### src/xme_pkg.sv
/*
  Shared constants and types of the extended memory-operation execute unit.
  Assumes an 8-bit data path and a 16-bit program word.
*/
`default_nettype none
package xme_pkg;
  // ==========================================================
  // Operations
  // ==========================================================
  typedef enum logic [4:0] {
    OP_SUB_BORROW_TO_MEM, OP_DEC_SKIP_ZERO, OP_DEC_SKIP_ZERO_TO_A,
    OP_FILL_ONES, OP_SET_BIT, OP_INC_SKIP_ZERO, OP_INC_SKIP_ZERO_TO_A,
    OP_SKIP_BIT_NONZERO, OP_SKIP_NONZERO, OP_SKIP_BIT_ZERO,
    OP_SKIP_ZERO_TEST, OP_COPY_SKIP_ZERO, OP_SUBTRACT_PLAIN,
    OP_SUBTRACT_INTO_MEM, OP_NIBBLE_EXCHANGE, OP_NIBBLE_EXCHANGE_TO_A,
    OP_TABLE_FETCH_PAGED, OP_TABLE_FETCH_LAST_PAGE,
    OP_PREINC_TABLE_FETCH_PAGED, OP_PREINC_TABLE_FETCH_LAST,
    OP_XOR_INTO_A, OP_XOR_INTO_MEM
  } xme_op_t;

  // Sequencer states
  typedef enum logic [1:0] {ST_IDLE, ST_EXEC, ST_DUMMY} xme_state_t;

  // ==========================================================
  // Status flag positions
  // ==========================================================
  localparam int FLAG_W = 6;
  localparam int F_CARRY = 0;
  localparam int F_HALF = 1;
  localparam int F_ZERO = 2;
  localparam int F_EXCESS = 3;
  localparam int F_SCARRY = 4;
  localparam int F_CZERO = 5;

  // ==========================================================
  // Register port map (8-bit registers)
  // ==========================================================
  localparam int REG_AW = 3;
  localparam logic [2:0] REG_ACC = 3'h0;
  localparam logic [2:0] REG_STATUS = 3'h1;
  localparam logic [2:0] REG_TBL_LOW = 3'h2;
  localparam logic [2:0] REG_TBL_HIGH = 3'h3;
  localparam logic [2:0] REG_TBL_LATCH = 3'h4;

  // Values after reset
  localparam logic [7:0] RST_ACC = 8'h00;
  localparam logic [5:0] RST_FLAGS = 6'h00;
  localparam logic [7:0] RST_BYTE = 8'h00;

  // Data constants
  localparam logic [7:0] ALL_ONES = 8'hFF;
  localparam logic [7:0] ONE = 8'h01;
endpackage : xme_pkg
`default_nettype wire
### src/xme_alu_if.sv
/*
  Operand and result bundle between the execute sequencer and its ALU.
  Assumes both ends sit in the same clock domain; the bundle is combinational.
*/
`timescale 1ns/1ps
`default_nettype none
interface xme_alu_if;
  // Operands
  xme_pkg::xme_op_t op;
  logic [7:0] acc;
  logic [7:0] mem;
  logic [2:0] bitsel;
  logic [5:0] flags;
  logic [15:0] tdata;
  // Results
  logic acc_we;
  logic [7:0] acc_res;
  logic mem_we;
  logic [7:0] mem_res;
  logic [5:0] flags_res;
  logic skip;
  logic latch_we;

  modport core (output op, acc, mem, bitsel, flags, tdata,
                input acc_we, acc_res, mem_we, mem_res, flags_res, skip, latch_we);
  modport alu (input op, acc, mem, bitsel, flags, tdata,
               output acc_we, acc_res, mem_we, mem_res, flags_res, skip, latch_we);
endinterface : xme_alu_if
`default_nettype wire

### src/xme_alu.sv
/*
  Combinational ALU for the extended memory operations.
  Assumes operands are stable for the whole execute cycle.
*/
`timescale 1ns/1ps
`default_nettype none
module xme_alu (
  // Operand and result bundle
  xme_alu_if.alu bus
);
  // ==========================================================
  // Result computation
  // ==========================================================
  logic borrow; // Borrow-in, only the chained form uses it
  logic [8:0] diff; // Full difference with borrow-out in bit 8
  logic [4:0] hdiff; // Low nibble difference for the half carry
  logic [5:0] sflags; // Flags after a subtraction
  logic [7:0] mask; // One-hot bit select

  always_comb begin
    borrow = (bus.op == xme_pkg::OP_SUB_BORROW_TO_MEM) ? ~bus.flags[xme_pkg::F_CARRY] : 1'b0;
    diff = {1'b0, bus.acc} - {1'b0, bus.mem} - {8'h00, borrow};
    hdiff = {1'b0, bus.acc[3:0]} - {1'b0, bus.mem[3:0]} - {4'h0, borrow};
    mask = xme_pkg::ONE << bus.bitsel;
    sflags = bus.flags;
    // Carry is the inverted borrow: cleared on a negative result
    sflags[xme_pkg::F_CARRY] = ~diff[8];
    sflags[xme_pkg::F_HALF] = ~hdiff[4];
    sflags[xme_pkg::F_ZERO] = (diff[7:0] == 8'h00);
    sflags[xme_pkg::F_EXCESS] = (bus.acc[7] ^ bus.mem[7]) & (diff[7] ^ bus.acc[7]);
    // Signed carry is the true sign, valid even on overflow
    sflags[xme_pkg::F_SCARRY] = sflags[xme_pkg::F_EXCESS] ^ diff[7];
    // Chained zero keeps history only in the borrow form
    sflags[xme_pkg::F_CZERO] = (borrow || bus.op == xme_pkg::OP_SUB_BORROW_TO_MEM) ?
      (sflags[xme_pkg::F_ZERO] & bus.flags[xme_pkg::F_CZERO]) : sflags[xme_pkg::F_ZERO];
    // Defaults: nothing written, flags held
    bus.acc_we = 1'b0;
    bus.acc_res = bus.acc;
    bus.mem_we = 1'b0;
    bus.mem_res = bus.mem;
    bus.flags_res = bus.flags;
    bus.skip = 1'b0;
    bus.latch_we = 1'b0;
    case (bus.op)
      xme_pkg::OP_SUB_BORROW_TO_MEM, xme_pkg::OP_SUBTRACT_INTO_MEM: begin
        bus.mem_we = 1'b1;
        bus.mem_res = diff[7:0];
        bus.flags_res = sflags;
      end
      xme_pkg::OP_SUBTRACT_PLAIN: begin
        bus.acc_we = 1'b1;
        bus.acc_res = diff[7:0];
        bus.flags_res = sflags;
      end
      xme_pkg::OP_DEC_SKIP_ZERO: begin
        bus.mem_we = 1'b1;
        bus.mem_res = bus.mem - xme_pkg::ONE;
        bus.skip = (bus.mem_res == 8'h00);
      end
      xme_pkg::OP_DEC_SKIP_ZERO_TO_A: begin
        bus.acc_we = 1'b1;
        bus.acc_res = bus.mem - xme_pkg::ONE;
        bus.skip = (bus.acc_res == 8'h00);
      end
      xme_pkg::OP_INC_SKIP_ZERO: begin
        bus.mem_we = 1'b1;
        bus.mem_res = bus.mem + xme_pkg::ONE;
        bus.skip = (bus.mem_res == 8'h00);
      end
      xme_pkg::OP_INC_SKIP_ZERO_TO_A: begin
        bus.acc_we = 1'b1;
        bus.acc_res = bus.mem + xme_pkg::ONE;
        bus.skip = (bus.acc_res == 8'h00);
      end
      xme_pkg::OP_FILL_ONES: begin
        bus.mem_we = 1'b1;
        bus.mem_res = xme_pkg::ALL_ONES;
      end
      xme_pkg::OP_SET_BIT: begin
        bus.mem_we = 1'b1;
        bus.mem_res = bus.mem | mask;
      end
      // Bit tests touch no memory
      xme_pkg::OP_SKIP_BIT_NONZERO: bus.skip = |(bus.mem & mask);
      xme_pkg::OP_SKIP_BIT_ZERO: bus.skip = ~|(bus.mem & mask);
      // Byte tests write the byte back unchanged
      xme_pkg::OP_SKIP_NONZERO: begin
        bus.mem_we = 1'b1;
        bus.skip = (bus.mem != 8'h00);
      end
      xme_pkg::OP_SKIP_ZERO_TEST: begin
        bus.mem_we = 1'b1;
        bus.skip = (bus.mem == 8'h00);
      end
      xme_pkg::OP_COPY_SKIP_ZERO: begin
        bus.acc_we = 1'b1;
        bus.acc_res = bus.mem;
        bus.skip = (bus.mem == 8'h00);
      end
      xme_pkg::OP_NIBBLE_EXCHANGE: begin
        bus.mem_we = 1'b1;
        bus.mem_res = {bus.mem[3:0], bus.mem[7:4]};
      end
      xme_pkg::OP_NIBBLE_EXCHANGE_TO_A: begin
        bus.acc_we = 1'b1;
        bus.acc_res = {bus.mem[3:0], bus.mem[7:4]};
      end
      xme_pkg::OP_TABLE_FETCH_PAGED, xme_pkg::OP_TABLE_FETCH_LAST_PAGE,
      xme_pkg::OP_PREINC_TABLE_FETCH_PAGED, xme_pkg::OP_PREINC_TABLE_FETCH_LAST: begin
        bus.mem_we = 1'b1;
        bus.mem_res = bus.tdata[7:0];
        bus.latch_we = 1'b1;
      end
      xme_pkg::OP_XOR_INTO_A: begin
        bus.acc_we = 1'b1;
        bus.acc_res = bus.acc ^ bus.mem;
        bus.flags_res[xme_pkg::F_ZERO] = ((bus.acc ^ bus.mem) == 8'h00);
      end
      xme_pkg::OP_XOR_INTO_MEM: begin
        bus.mem_we = 1'b1;
        bus.mem_res = bus.acc ^ bus.mem;
        bus.flags_res[xme_pkg::F_ZERO] = ((bus.acc ^ bus.mem) == 8'h00);
      end
      default: bus.skip = 1'b0;
    endcase
  end
endmodule : xme_alu
`default_nettype wire

### src/xme_exec.sv
/*
  Execute unit for extended data-memory operations: subtraction, skip
  tests, set, swap, table fetch and XOR, with accumulator, flags and
  table pointer registers.
  Assumes the sequencer offers the memory operand with the start pulse and
  the program memory answers in the same cycle as its read strobe.
*/
// The placing of the registers and the plain strobed port were decided locally.
`timescale 1ns/1ps
`default_nettype none
module xme_exec #(
  parameter int MEM_AW = 10, // Data memory address width
  parameter int PROG_AW = 14 // Program memory address width
) (
  // Clock and reset
  input wire logic clk_i,
  input wire logic reset_n_i,
  // Instruction request from the sequencer
  input wire logic start_i,
  input wire xme_pkg::xme_op_t op_i,
  input wire logic [MEM_AW-1:0] addr_i,
  input wire logic [7:0] operand_i,
  input wire logic [2:0] bitsel_i,
  // Completion
  output logic busy_o,
  output logic done_o,
  output logic skip_o,
  // Data memory write
  output logic mem_we_o,
  output logic [MEM_AW-1:0] mem_addr_o,
  output logic [7:0] mem_wdata_o,
  // Program memory read
  output logic prog_re_o,
  output logic [PROG_AW-1:0] prog_addr_o,
  input wire logic [15:0] prog_data_i,
  // Register port
  input wire logic [xme_pkg::REG_AW-1:0] reg_addr_i,
  input wire logic [7:0] reg_wdata_i,
  input wire logic reg_we_i,
  input wire logic reg_re_i,
  output logic [7:0] reg_rdata_o,
  // Core state
  output logic [7:0] acc_o,
  output logic [5:0] flags_o,
  output logic [7:0] table_read_high_latch_o
);
  localparam int HP_W = PROG_AW - 8; // Width of the high table pointer

  // ==========================================================
  // Decode helpers
  // ==========================================================
  // Any of the four table fetch forms
  function automatic logic is_table(input xme_pkg::xme_op_t op);
    is_table = (op == xme_pkg::OP_TABLE_FETCH_PAGED) ||
      (op == xme_pkg::OP_TABLE_FETCH_LAST_PAGE) ||
      (op == xme_pkg::OP_PREINC_TABLE_FETCH_PAGED) ||
      (op == xme_pkg::OP_PREINC_TABLE_FETCH_LAST);
  endfunction : is_table

  // Forms that bump the low pointer first
  function automatic logic is_preinc(input xme_pkg::xme_op_t op);
    is_preinc = (op == xme_pkg::OP_PREINC_TABLE_FETCH_PAGED) ||
      (op == xme_pkg::OP_PREINC_TABLE_FETCH_LAST);
  endfunction : is_preinc

  // Forms that address the last program page
  function automatic logic is_last(input xme_pkg::xme_op_t op);
    is_last = (op == xme_pkg::OP_TABLE_FETCH_LAST_PAGE) ||
      (op == xme_pkg::OP_PREINC_TABLE_FETCH_LAST);
  endfunction : is_last

  // ==========================================================
  // State
  // ==========================================================
  xme_pkg::xme_state_t state_q, state_d; // Sequencer
  xme_pkg::xme_op_t op_q, op_d; // Latched operation
  logic [7:0] opnd_q, opnd_d; // Latched memory operand
  logic [2:0] bit_q, bit_d; // Latched bit select
  logic [7:0] acc_q, acc_d; // Accumulator
  logic [5:0] flags_q, flags_d; // Status flags
  logic [7:0] tp_lo_q, tp_lo_d; // Low table pointer
  logic [HP_W-1:0] tp_hi_q, tp_hi_d; // High table pointer
  logic [7:0] hi_latch_q, hi_latch_d; // Table read high latch
  logic busy_q, busy_d;
  logic done_q, done_d;
  logic skip_q, skip_d;
  logic mem_we_q, mem_we_d;
  logic [MEM_AW-1:0] maddr_q, maddr_d; // Operand address, reused for write
  logic [7:0] mwd_q, mwd_d;
  logic pre_q, pre_d;
  logic [PROG_AW-1:0] padr_q, padr_d;
  logic [7:0] rdata_q, rdata_d;
  logic [7:0] lp_next; // Low pointer as the fetch will use it

  xme_alu_if alu_bus ();

  // ==========================================================
  // ALU hookup: operands come from latched state, table data straight from prog_data_i
  // ==========================================================
  assign alu_bus.op = op_q;
  assign alu_bus.acc = acc_q;
  assign alu_bus.mem = opnd_q;
  assign alu_bus.bitsel = bit_q;
  assign alu_bus.flags = flags_q;
  assign alu_bus.tdata = prog_data_i;

  xme_alu u_alu (
    .bus(alu_bus)
  );

  // ==========================================================
  // Next-state logic
  // ==========================================================
  always_comb begin
    state_d = state_q;
    op_d = op_q;
    opnd_d = opnd_q;
    bit_d = bit_q;
    acc_d = acc_q;
    flags_d = flags_q;
    tp_lo_d = tp_lo_q;
    tp_hi_d = tp_hi_q;
    hi_latch_d = hi_latch_q;
    done_d = 1'b0;
    skip_d = 1'b0;
    mem_we_d = 1'b0;
    maddr_d = maddr_q;
    mwd_d = mwd_q;
    pre_d = 1'b0;
    padr_d = padr_q;
    lp_next = is_preinc(op_i) ? tp_lo_q + xme_pkg::ONE : tp_lo_q;
    // Register port writes; the execute path below overrides them
    if (reg_we_i) begin
      case (reg_addr_i)
        xme_pkg::REG_ACC: acc_d = reg_wdata_i;
        xme_pkg::REG_STATUS: flags_d = reg_wdata_i[5:0];
        xme_pkg::REG_TBL_LOW: tp_lo_d = reg_wdata_i;
        xme_pkg::REG_TBL_HIGH: tp_hi_d = reg_wdata_i[HP_W-1:0];
        default: acc_d = acc_d; // Latch and unmapped ignore writes
      endcase
    end
    case (state_q)
      xme_pkg::ST_IDLE: begin
        // Take a request; a table form also starts its fetch at once
        if (start_i) begin
          op_d = op_i;
          opnd_d = operand_i;
          bit_d = bitsel_i;
          maddr_d = addr_i;
          state_d = xme_pkg::ST_EXEC;
          if (is_table(op_i)) begin
            tp_lo_d = lp_next;
            pre_d = 1'b1;
            // Last page: upper address bits all ones
            padr_d = is_last(op_i) ? {{HP_W{1'b1}}, lp_next} : {tp_hi_q, lp_next};
          end
        end
      end
      xme_pkg::ST_EXEC: begin
        // Commit results; a taken skip inserts the dummy cycle
        if (alu_bus.acc_we) begin
          acc_d = alu_bus.acc_res;
        end
        if (alu_bus.latch_we) begin
          hi_latch_d = prog_data_i[15:8];
        end
        flags_d = alu_bus.flags_res;
        mem_we_d = alu_bus.mem_we;
        mwd_d = alu_bus.mem_res;
        if (alu_bus.skip) begin
          state_d = xme_pkg::ST_DUMMY;
        end else begin
          state_d = xme_pkg::ST_IDLE;
          done_d = 1'b1;
        end
      end
      xme_pkg::ST_DUMMY: begin
        // Dummy fetch slot ends the skipping instruction
        state_d = xme_pkg::ST_IDLE;
        done_d = 1'b1;
        skip_d = 1'b1;
      end
      default: state_d = xme_pkg::ST_IDLE;
    endcase
    busy_d = (state_d != xme_pkg::ST_IDLE);
    // Read data stand only in the cycle after the strobe
    rdata_d = 8'h00;
    if (reg_re_i) begin
      case (reg_addr_i)
        xme_pkg::REG_ACC: rdata_d = acc_q;
        xme_pkg::REG_STATUS: rdata_d = {2'b00, flags_q};
        xme_pkg::REG_TBL_LOW: rdata_d = tp_lo_q;
        xme_pkg::REG_TBL_HIGH: rdata_d = {{(8-HP_W){1'b0}}, tp_hi_q};
        xme_pkg::REG_TBL_LATCH: rdata_d = hi_latch_q;
        default: rdata_d = 8'h00;
      endcase
    end
  end

  // ==========================================================
  // Registers
  // ==========================================================
  always_ff @(posedge clk_i or negedge reset_n_i) begin
    if (!reset_n_i) begin
      state_q <= xme_pkg::ST_IDLE;
      op_q <= xme_pkg::OP_SUB_BORROW_TO_MEM;
      opnd_q <= xme_pkg::RST_BYTE;
      bit_q <= 3'h0;
      acc_q <= xme_pkg::RST_ACC;
      flags_q <= xme_pkg::RST_FLAGS;
      tp_lo_q <= xme_pkg::RST_BYTE;
      tp_hi_q <= '0;
      hi_latch_q <= xme_pkg::RST_BYTE;
      busy_q <= 1'b0;
      done_q <= 1'b0;
      skip_q <= 1'b0;
      mem_we_q <= 1'b0;
      maddr_q <= '0;
      mwd_q <= xme_pkg::RST_BYTE;
      pre_q <= 1'b0;
      padr_q <= '0;
      rdata_q <= xme_pkg::RST_BYTE;
    end else begin
      state_q <= state_d;
      op_q <= op_d;
      opnd_q <= opnd_d;
      bit_q <= bit_d;
      acc_q <= acc_d;
      flags_q <= flags_d;
      tp_lo_q <= tp_lo_d;
      tp_hi_q <= tp_hi_d;
      hi_latch_q <= hi_latch_d;
      busy_q <= busy_d;
      done_q <= done_d;
      skip_q <= skip_d;
      mem_we_q <= mem_we_d;
      maddr_q <= maddr_d;
      mwd_q <= mwd_d;
      pre_q <= pre_d;
      padr_q <= padr_d;
      rdata_q <= rdata_d;
    end
  end

  // Outputs straight from flops
  assign busy_o = busy_q;
  assign done_o = done_q;
  assign skip_o = skip_q;
  assign mem_we_o = mem_we_q;
  assign mem_addr_o = maddr_q;
  assign mem_wdata_o = mwd_q;
  assign prog_re_o = pre_q;
  assign prog_addr_o = padr_q;
  assign reg_rdata_o = rdata_q;
  assign acc_o = acc_q;
  assign flags_o = flags_q;
  assign table_read_high_latch_o = hi_latch_q;

  // Reference values built independently of the ALU
  logic ex;
  logic [8:0] h_sbc;
  logic [8:0] h_sub;
  logic [7:0] h_dec;
  logic [7:0] h_inc;
  logic h_bit;
  logic [7:0] h_hi;
  assign ex = (state_q == xme_pkg::ST_EXEC);
  assign h_sbc = {1'b0, acc_q} - {1'b0, opnd_q} - {8'h00, !flags_q[xme_pkg::F_CARRY]};
  assign h_sub = {1'b0, acc_q} - {1'b0, opnd_q};
  assign h_dec = opnd_q - xme_pkg::ONE;
  assign h_inc = opnd_q + xme_pkg::ONE;
  assign h_bit = opnd_q[bit_q];
  assign h_hi = prog_data_i[15:8];
endmodule : xme_exec
`default_nettype wire

### config.mk
export PLATFORM = sky130hd
export DESIGN_NAME = xme_exec
export DESIGN_NICKNAME = d
export VERILOG_FILES = /design/src/xme_pkg.sv /design/src/xme_alu_if.sv /design/src/xme_alu.sv /design/src/xme_exec.sv
export SDC_FILE = /design/constraint.sdc
export NUM_CORES = 1
export LEC_CHECK = 0
export BUFFER_PORTS_ARGS = -buffer_cell sky130_fd_sc_hd__buf_2
export CELL_PAD_IN_SITES_DETAIL_PLACEMENT = 0
export CELL_PAD_IN_SITES_GLOBAL_PLACEMENT = 2
export CORE_UTILIZATION = 30
export CTS_CLUSTER_SIZE = 40
export DETAILED_ROUTE_END_ITERATION = 8
export GPL_ROUTABILITY_DRIVEN = 0
export PLACE_DENSITY_LB_ADDON = 0.1
export SLEW_MARGIN = 20
export SYNTH_ARGS = -nofsm -noshare
export SYNTH_HDL_FRONTEND = slang
export SYNTH_SLANG_ARGS = --single-unit
### constraint.sdc
create_clock -name clk_i -period 4.5 [get_ports clk_i]
set_input_delay 0.9 -clock clk_i [delete_from_list [all_inputs] [get_ports clk_i]]
set_output_delay 0.9 -clock clk_i [all_outputs]
set_load 0.02 [all_outputs]
* Word-level counts from Yosys, hierarchy flattened
Cells that the tools add are included.
** Cells by class
- Add/sub/neg operators :: 7
- Equality and inequality tests :: 34
- Shifts and indexed selects :: 1
- Muxes and demuxes :: 37
- Bitwise operators :: 11
- Reductions and logical operators :: 35
** Operators by type and width (number)
- 8-bit 2-to-1 mux :: 11
- 8-bit one-hot mux with 8 select lines :: 1
- 5-bit equality test, second input constant :: 10
- 8-bit one-hot mux with 6 select lines :: 1
- 5-bit by 4-bit equality test with 1-bit output, second input constant :: 8
- 8-bit logical NOT :: 5
- 8-bit one-hot mux with 5 select lines :: 1
- 5-bit by 3-bit equality test with 1-bit output, second input constant :: 4
- 6-bit 2-to-1 mux :: 3
- 8-bit by 1-bit adder with 8-bit output, second input constant :: 2
- 14-bit 2-to-1 mux :: 1
- 14-bit OR reduction :: 1
- 1-bit 2-to-1 mux :: 11
- 5-bit by 2-bit equality test with 1-bit output, second input constant :: 2
- 2-bit OR reduction :: 5
- 3-bit AND reduction :: 3
- 8-bit by 8-bit subtractor with 9-bit output :: 1
- 9-bit by 1-bit subtractor with 9-bit output :: 1
- 8-bit AND :: 1
- 8-bit by 2-bit != test with 1-bit output, second input constant :: 1
- 8-bit OR :: 1
- 8-bit nonzero test :: 1
- 8-bit OR reduction :: 1
- 1-bit by 3-bit left shift with 8-bit output, first input constant :: 1
- other kinds (30) :: 48
** Word-level totals
- Register bits after elaboration :: 99
- Input port bits :: 58
- Output and inout port bits :: 67
- Logic and storage cells :: 144

* Depth between registers and ports, before layout
Gate-level depths: netlist of run 1.
- Depth after elaboration :: 8
- Gate-level depth with buffers :: 14
- Gate-level depth less buffers :: 12

* Hierarchy
From an unflattened synthesis of run 1, not the netlist that was laid out.
** Unflattened totals
- Cell total of the unflattened synthesis :: 716
- Area total of the unflattened synthesis :: 6779.0 µm²
** By module, submodules not included
- xme_exec :: instances 1, cells an instance 359, area each 4394.2 µm², seq. area each 2477.4 µm²
- xme_alu :: instances 1, cells an instance 357, area each 2384.8 µm², seq. area each 0.0 µm²

* Worst setup path after synthesis of run 1
No wires, ideal clock.
- Kind :: register -> register
- From :: reg op_q[1], in the netlist alu_bus.op[1]
- To :: reg flags_q[2], in the netlist flags_o[2]
- Library setup time :: 0.127 ns
- Arrival time :: 3.292 ns
- Required time :: 4.373 ns
- Setup slack :: 1.081 ns
- Cell stages (with the launch flop) :: 15
- Buffers on the path :: 2
- Clock period less this slack :: 3.419 ns
- Path through :: dfrtp_1 -> buf_2 -> clkbuf_1 -> nor3_1 -> nand2_1 -> or2_2 -> fa_1 -> inv_1 -> ha_1 -> o21a_1 -> o32ai_1 -> xnor2_1 -> and4bb_2 -> a41oi_1 -> a21oi_1
** Between the ends
- Word-level cells in the longest chain between the ends :: 6
- Elaborated cells on any way between the ends :: 14
- Classes of those cells :: add/sub: 1; eq/ne: 5; mux: 3; reduce/logical: 5
** RTL lines
- from (decl) :: line xme_exec.sv:76 : xme_pkg::xme_op_t op_q, op_d;
- from (signal assigned) :: line xme_exec.sv:206 : op_q <= xme_pkg::OP_SUB_BORROW_TO_MEM;
- from (signal assigned) :: line xme_exec.sv:225 : op_q <= op_d;
- 5-bit logical NOT :: line xme_alu.sv:21, xme_alu.sv:44
- 1-bit 2-to-1 mux :: line xme_alu.sv:21 : borrow = (bus.op == xme_pkg::OP_SUB_BORROW_TO_MEM) ? ~bus.flags[xme_pkg::F_CARRY] : 1'b0;
- 9-bit by 1-bit subtractor with 9-bit output :: line xme_alu.sv:22 : diff = {1'b0, bus.acc} - {1'b0, bus.mem} - {8'h00, borrow};
- 8-bit logical NOT :: line xme_alu.sv:29 : sflags[xme_pkg::F_ZERO] = (diff[7:0] == 8'h00);
- 1-bit one-hot mux with 2 select lines :: line xme_alu.sv:44 : case (bus.op)
- 6-bit 2-to-1 mux :: line xme_exec.sv:142 : case (state_q)
- to (signal assigned) :: line xme_exec.sv:210 : flags_q <= xme_pkg::RST_FLAGS;
- to (signal assigned) :: line xme_exec.sv:229 : flags_q <= flags_d;
- to (decl) :: line xme_exec.sv:80 : logic [5:0] flags_q, flags_d;
Parallel ways exist; a longest one is shown, timed or not.
A chain may end at the register's enable or synchronous reset.

* Final worst setup path of run 1
- From :: reg op_q[4], in the netlist alu_bus.op[4]
- To :: reg acc_q[6], in the netlist acc_o[6]
** Between the ends
- Word-level cells in the longest chain between the ends :: 6
- Elaborated cells on any way between the ends :: 15
- Classes of those cells :: add/sub: 1; eq/ne: 7; mux: 5; reduce/logical: 2
** RTL lines
- 5-bit logical NOT :: line xme_alu.sv:21
- 1-bit 2-to-1 mux :: line xme_alu.sv:21
- 9-bit by 1-bit subtractor with 9-bit output :: line xme_alu.sv:22
- 8-bit one-hot mux with 6 select lines :: line xme_alu.sv:44
- 8-bit 2-to-1 mux :: line xme_exec.sv:161 : if (alu_bus.acc_we) begin
- 8-bit 2-to-1 mux :: line xme_exec.sv:142
- to (signal assigned) :: line xme_exec.sv:209 : acc_q <= xme_pkg::RST_ACC;
- to (decl) :: line xme_exec.sv:79 : logic [7:0] acc_q, acc_d;
Parallel ways exist; a longest one is shown, timed or not.

==> results of run 1 <==
[metal layers]
metal | wire, µm | vias up
met5 | 0 | -
met4 | 755 | 0
met3 | 1020 | 37
met2 | 11200 | 191
met1 | 10900 | 2990
li1 | - | 2877
[cell type report]
type / count / area, µm²
multi-input combinational: 541 / 3810
timing repair buffer: 141 / 751
sequential: 99 / 2480
clock inverter: 5 / 60.1
inverter: 33 / 124
tap: 280 / 350
fill: 2318 / 13900
clock buffer: 11 / 243
[stage by stage]
stage / hold slack (ps) / cells
finish: 454 / 1110
global route: 467 / 1110
CTS: 456 / 1110
detailed placement: 451 / 1094
global placement: 445 / 1094
floorplan: 477 / 725
[registers in the layout, summed over array words and instances (netlist names), 5 cells and up]
signal,flops
acc_o,8
alu_bus.mem,8
alu_bus.op,5
flags_o,6
mem_addr_o,10
mem_wdata_o,8
prog_addr_o,14
reg_rdata_o,8
table_read_high_latch_o,8
tp_hi_q,6
tp_lo_q,8
[worst max-delay path: stages, from the launching register on]
cell	delay (ps)
dfrtp_1	390
nor3_1	360
nand2_1	170
or2_2	310
fa_1	410
fa_1	430
nand2b_1	190
a21oi_1	360
o21ai_0	230
xnor2_1	360
o211ai_1	170
o21a_1	200
[path summary, 6_finish.rpt]
kind	startpoint	to	cells after the start	slack [ps]
worst max-delay path	alu_bus.op[4]$_DFFE_PN0P_	acc_o[6]$_DFFE_PN0P_	11	830
worst min-delay path	reset_n_i	skip_o$_DFF_PN0_	1	450
worst max register to register	alu_bus.op[4]$_DFFE_PN0P_	acc_o[6]$_DFFE_PN0P_	11	830
worst min register to register	prog_addr_o[12]$_DFFE_PN0P_	prog_addr_o[12]$_DFFE_PN0P_	2	460
max in group asynchronous	reset_n_i	table_read_high_latch_o[5]$_DFFE_PN0P_	2	3180
min in group clk_i	prog_addr_o[12]$_DFFE_PN0P_	prog_addr_o[12]$_DFFE_PN0P_	2	460
[report_power, final]
group	internal, µW	leakage, µW	switching [µW]
clock network	450	0.000146	382
registers	1280	0.00119	466
logic	1640	0.00209	2610
[cells in the final DEF (no fill, tap or decap), types with 18 or more instances in the layout]
master   Yosys  layout
dfrtp_1     99      99
buf_4        0      18
mux2_2      46      46
nor2_1      39      39
nand2_1     70      70
o22ai_1     19      19
a21oi_1     30      30
a22oi_1     21      21
ha_1        22      22
inv_1       33      33
buf_2       10     123
o21ai_0     41      41
[kinds of logic after synthesis]
group,count (synthesis),synth area share
AO/OA/AOI/OAI,216,0.225
XOR/XNOR,27,0.0357
adder cells (fa/ha/maj),24,0.0476
buffers and inverters,85,0.0511
flip-flops,99,0.374
multiplexers,60,0.101
AND/OR/NAND/NOR,214,0.166
==> results by group, run 1 <==
Clock tree
  – Reg clk slew, reported paths: 70 ps
  – Max Root-Sink Buffers: 2
  – CTS sink cnt: 99
  – Clock Latency Late Sink: 360 ps
  – Clock Tree Root: clkbuf_16
  – CTS tree: yes
  – CTS Hold Buffers Added: 0
  – Setup bufs post-CTS: 0
  – Cts repair resizes: 0
  – H-tree levels: 3
  – CTS Buf Count: 9

Timing
  – Final setup vio count: 0
  – Slew @ Worst Pin: 1060 ps
  – Final setup margin: ~830 ps
  – Pins Over Slew Limit: 0
  – Max Freq: 272 MHz
  – Min Tclk post-route: 3670 ps
  – RSZ-0062 raised after global routing: no
  – Worst clock skew: 14.1 ps
  – Max-slew headroom: 0.290
  – Tcrit/Tclk final: 0.816
  – Final hold violations: 0
  – Setup TNS Final: 0 ps

Finish
  – N_diodes: 0
  – Layout cell share with drive strength beyond 1: 0.259
  – Area Overhead vs Synth: 17.9%
  – Fin util: 0.359
  – Post-route cell area: 7820 µm²
  – Nets: 907

Logic synthesis
  – FFs w/ async S/R, synth: 1.00
  – Most common cell in the synthesized netlist: dfrtp_1
  – Post-synthesis sequential area ratio: 0.374
  – Synth cell types: 75
  – Synth top cells by count: 99 x dfrtp_1, 70 x nand2_1, 46 x mux2_2
  – Post-Syn Instances: 725
  – Yosys top cell area share: 0.374
  – Synth warn: 0
  – Largest cells by area after synthesis: dfrtp_1 37%, mux2_2 7.8%, ha_1 4.2%
  – Dominant synthesized flop cell: dfrtp_1
  – Post-Syn Nets: 807
  – Avg Synthesized Cell Area: 9.14 µm²
  – Flops & latches, synth: 99
  – Synthesized area: approximately 6600 µm²
  – Yosys top cell by area: dfrtp_1
  – Post-synth EDFFs: 0

Routing
  – Via count: 6095
  – Via/cell ratio: 5.49
  – 1st-iter DRT viols: 406
  – Drt pass-1 iters: 5
  – ANT nets after route: 0
  – Post-DR wirelength/cell: 21.5 µm
  – Drc violations: 0
  – Routed wire length: about 24 mm

Placement
  – Port Buf Inserts: 124
  – Place WS: 827 ps
  – DPL Wire Length: approximately 18 mm
  – Instance area after placement: 7520 µm²

GRT
  – GRT busiest layer: met2
  – GR Overflow Total: 0
  – Initial antenna violation count: 0
  – Met2 global-route usage: 0.349
  – Tot GR Track Use: 0.217
  – Global-route wire length before repair: 36.7 mm
  – Number of global-route vias before repair: 6097
  – M1 GR Usage: 0.291
  – Routing usage on met3: 0.0306
  – Largest net degree at the start of global routing: 40

Floorplan
  – Initial Utilization: 0.305
  – Die Ht: 151 µm
  – Row cnt: 54
  – Die Wd: 151 µm
  – IO Count: 125
  – Core area: 21800 µm²
  – DIE AREA: 22700 µm²

Setup path
  – Max Fanout on Critical Path: 4
  – Worst setup SP type: register
  – CP Class: reg2reg
  – Crit path arrival time: 3920 ps
  – Nature of the critical path endpoint: register
  – Critical path required time: 4740 ps

Run status
  – Outcome: completed

Power
  – LEAKAGE: 0.00342 µW
  – Peak VDD IR: roughly 0.00037 V
  – Pwr Total: 6820 µW
  – Cell Pwr Density: 872 nW/µm²

Worst hold path
  – Worst min path class: in2async

Job
  – Max-cap violations: 0
(Power assumes the default switching activity.)
==> inputs of run 2 (changes only) <==
clock period = 3.25 ns   (was 4.5 ns; I/O delays follow)
==> results by group, run 2 (synthesis gave the netlist of run 1 again) <==
Floorplan
  – Row cnt: 54 (unchanged)
  – Die Ht: 151 µm (unchanged)
  – Core area: 21800 µm² (unchanged)
  – IO Count: 125 (unchanged)
  – Die Wd: 151 µm (unchanged)
  – DIE AREA: 22700 µm² (unchanged)
  – Initial Utilization: 0.305 (unchanged)

Finish
  – Footprint of the multi-input gates: 3900 µm² (+2.3%)
  – Fin util: 0.372 (+0.0121)
  – Storage element area: 2480 µm² (unchanged)
  – Commonest non-fill, non-tap cell in the layout: buf_2
  – Post-route cell area: 8080 µm² (+3.4%)
  – Largest register FFs: 14 (unchanged)
  – Nets: 927 (+2.2%)
  – Layout cell share with drive strength beyond 1: 0.293 (+0.0339)
  – Area Overhead vs Synth: 21.9%
  – FILL cells: 2273 (-1.9%)
  – Most frequent cells in the layout: 123 x buf_2, 99 x dfrtp_1, 69 x nand2_1, 46 x mux2_2, 40 x o21ai_0

GRT
  – M1 GR Usage: 0.289 (-0.00193)
  – Initial antenna violation count: 1 (+1)
  – GR Overflow Total: 0 (unchanged)
  – Number of global-route vias before repair: 6199 (+1.7%)
  – Routing usage on met3: 0.0342 (+0.00364)
  – Largest net degree at the start of global routing: 62 (+55%)
  – Met2 global-route usage: 0.357 (+0.00829)
  – Global-route wire length before repair: 37.0 mm (+0.88%)
  – Tot GR Track Use: 0.217 (+0.000605)
  – GRT busiest layer: met2

Timing
  – Final setup vio count: 0 (unchanged)
  – Min Tclk post-route: 3110 ps (-561 ps)
  – Final hold violations: 0 (unchanged)
  – Max-slew headroom: 0.383 (+0.0929)
  – Pins Over Slew Limit: 0 (unchanged)
  – Max Freq: 321 MHz (+18%)
  – Hold WS: 288 ps (-166 ps)
  – RSZ-0062 raised after global routing: yes
  – Slew @ Worst Pin: 924 ps (-133 ps)
  – Worst clock skew: 6.38 ps (-7.76 ps)
  – Tcrit/Tclk final: 0.957 (+0.141)

Setup path
  – Crit path arrival time: 3410 ps (-510 ps)
  – CP bufs+invs: 1 (+1)
  – R2r setup slk: 140 ps (-690 ps)
  – Reg2reg path depth: 12 (+1)
  – Delay-heaviest family, CP: compound AO/OA/AOI/OAI gates
  – CP max stage cell: fa_1
  – Reg2Reg Launch Point: alu_bus.op[0]$_DFFE_PN0P_
  – CP Class: reg2reg
  – Crit Reg-Reg Endpoint: mem_wdata_o[7]$_DFFE_PN0P_
  – Critical path required time: 3550 ps (-1190 ps)
  – Worst setup SP type: register
  – Max Fanout on Critical Path: 5 (+1)
  – Nature of the critical path endpoint: register
  – Slowest stage delay, CP: 510 ps (+80 ps)
  – Crit-path cells: nor3_2 > nand2_1 > or2_4 > fa_1 > inv_1 > ha_2 > o21a_1 > o32ai_4 > mux2i_2 > nand2_2 > o2111ai_2 > o221a_2

Clock tree
  – CTS sink cnt: 99 (unchanged)
  – Clock Latency Late Sink: 360 ps (about the same)
  – Reg clk slew, reported paths: 80 ps (about the same)
  – H-tree levels: 3 (unchanged)
  – Max Root-Sink Buffers: 2 (unchanged)
  – CTS Hold Buffers Added: 0 (unchanged)
  – CTS tree: yes
  – Clock Tree Root: clkbuf_16
  – CTS Buf Count: 9 (unchanged)

Routing
  – Drc violations: 0 (unchanged)
  – 1st-iter DRT viols: 347 (-15%)
  – Via/cell ratio: 5.45 (-0.68%)
  – Post-DR wirelength/cell: 21.4 µm (-0.37%)
  – ANT nets after route: 0 (unchanged)
  – Via count: 6168 (+1.2%)
  – Routed wire length: 24.2 mm (+1.5%)
  – Drt pass-1 iters: 5 (unchanged)

Worst hold path
  – Worst min path class: in2async

Placement
  – DPL Wire Length: 18.4 mm (+1.7%)
  – Port Buf Inserts: 124 (unchanged)
  – Instance area after placement: 7660 µm² (+1.9%)

Power
  – Pwr Total: 10100 µW (+49%)
  – Cell Pwr Density: 1250 nW/µm² (+44%)
  – LEAKAGE: 0.00354 µW (+3.4%)
  – Peak VDD IR: 0.000430 V (+17%)

Run status
  – Outcome: completed

Job
  – Max-cap violations: 0 (unchanged)
==> run 2: changes by cell type in the layout (fill, tap and decap cells not counted), sizes merged <==
cell	delta
buf	+20
diode	+1
clkinvlp	+2
clkbuf	-2
==> run 2: final cells by class <==
class / count / area share
Antenna cell: 1 / 0.000310
Clock buffer: 9 / 0.0279
Clock inverter: 7 / 0.0110
Inverter: 33 / 0.0153
Multi-Input combinational cell: 541 / 0.483
Sequential cell: 99 / 0.307
Tap cell: 280 / 0.0433
Timing Repair Buffer: 161 / 0.113
==> run 2: worst max-delay path by stage <==
stage | to | slack [ps] | cells after the start | start
floorplan | acc_o[6]$_DFFE_PN0P_ | 20 | 13 | alu_bus.op[1]$_DFFE_PN0P_
global placement | mem_wdata_o[7]$_DFFE_PN0P_ | 80 | 12 | alu_bus.op[4]$_DFFE_PN0P_
detailed placement | flags_o[2]$_DFFE_PN0P_ | -40 | 11 | alu_bus.op[4]$_DFFE_PN0P_
CTS | mem_wdata_o[7]$_DFFE_PN0P_ | 5 | 12 | alu_bus.op[4]$_DFFE_PN0P_
global route | mem_wdata_o[7]$_DFFE_PN0P_ | -60 | 12 | alu_bus.op[0]$_DFFE_PN0P_
finish | mem_wdata_o[7]$_DFFE_PN0P_ | 140 | 12 | alu_bus.op[0]$_DFFE_PN0P_
==> run 2: per-stage QoR <==
stage / setup slack (ps) / TNS (ps) / instances
2_1_floorplan: 18.4 / 0 / 725
3_3_place_gp: 78.8 / 0 / 1109
3_5_place_dp: -35.9 / -51.3 / 1109
4_1_cts: 5.00 / 0 / 1128
5_1_grt: -60.1 / -222 / 1130
6_report: 138 / 0 / 1131
==> run 2: power by group <==
part,switching [µW],internal (µW),total (µW)
sequential,528,1770,2300
combinational,3980,2690,6680
clock,547,612,1160
total,5060,5080,10100
==> run 2: repair_timing <==
action | CTS | global route
hold endpoints to repair | 0 | 0
setup buffers | 3 | 2
pin swaps | 2 | 5
setup endpoints to repair | 6 | 12
resized for setup | 6 | 8
==> run 2: worst reg2reg max path: stages, from the launching register on <==
cell	delay (ps)
dfrtp_1	400
nor3_2	220
nand2_1	120
or2_4	250
fa_1	510
inv_1	50
ha_2	160
o21a_1	210
o32ai_4	290
mux2i_2	290
nand2_2	150
o2111ai_2	200
o221a_2	200
==> run 2: metal layers <==
layer | wire length [µm] | part of all wire
met4 | 485 | 0.020
met5 | 0 | 0
met2 | 11600 | 0.48
met1 | 10600 | 0.44
met3 | 1530 | 0.063
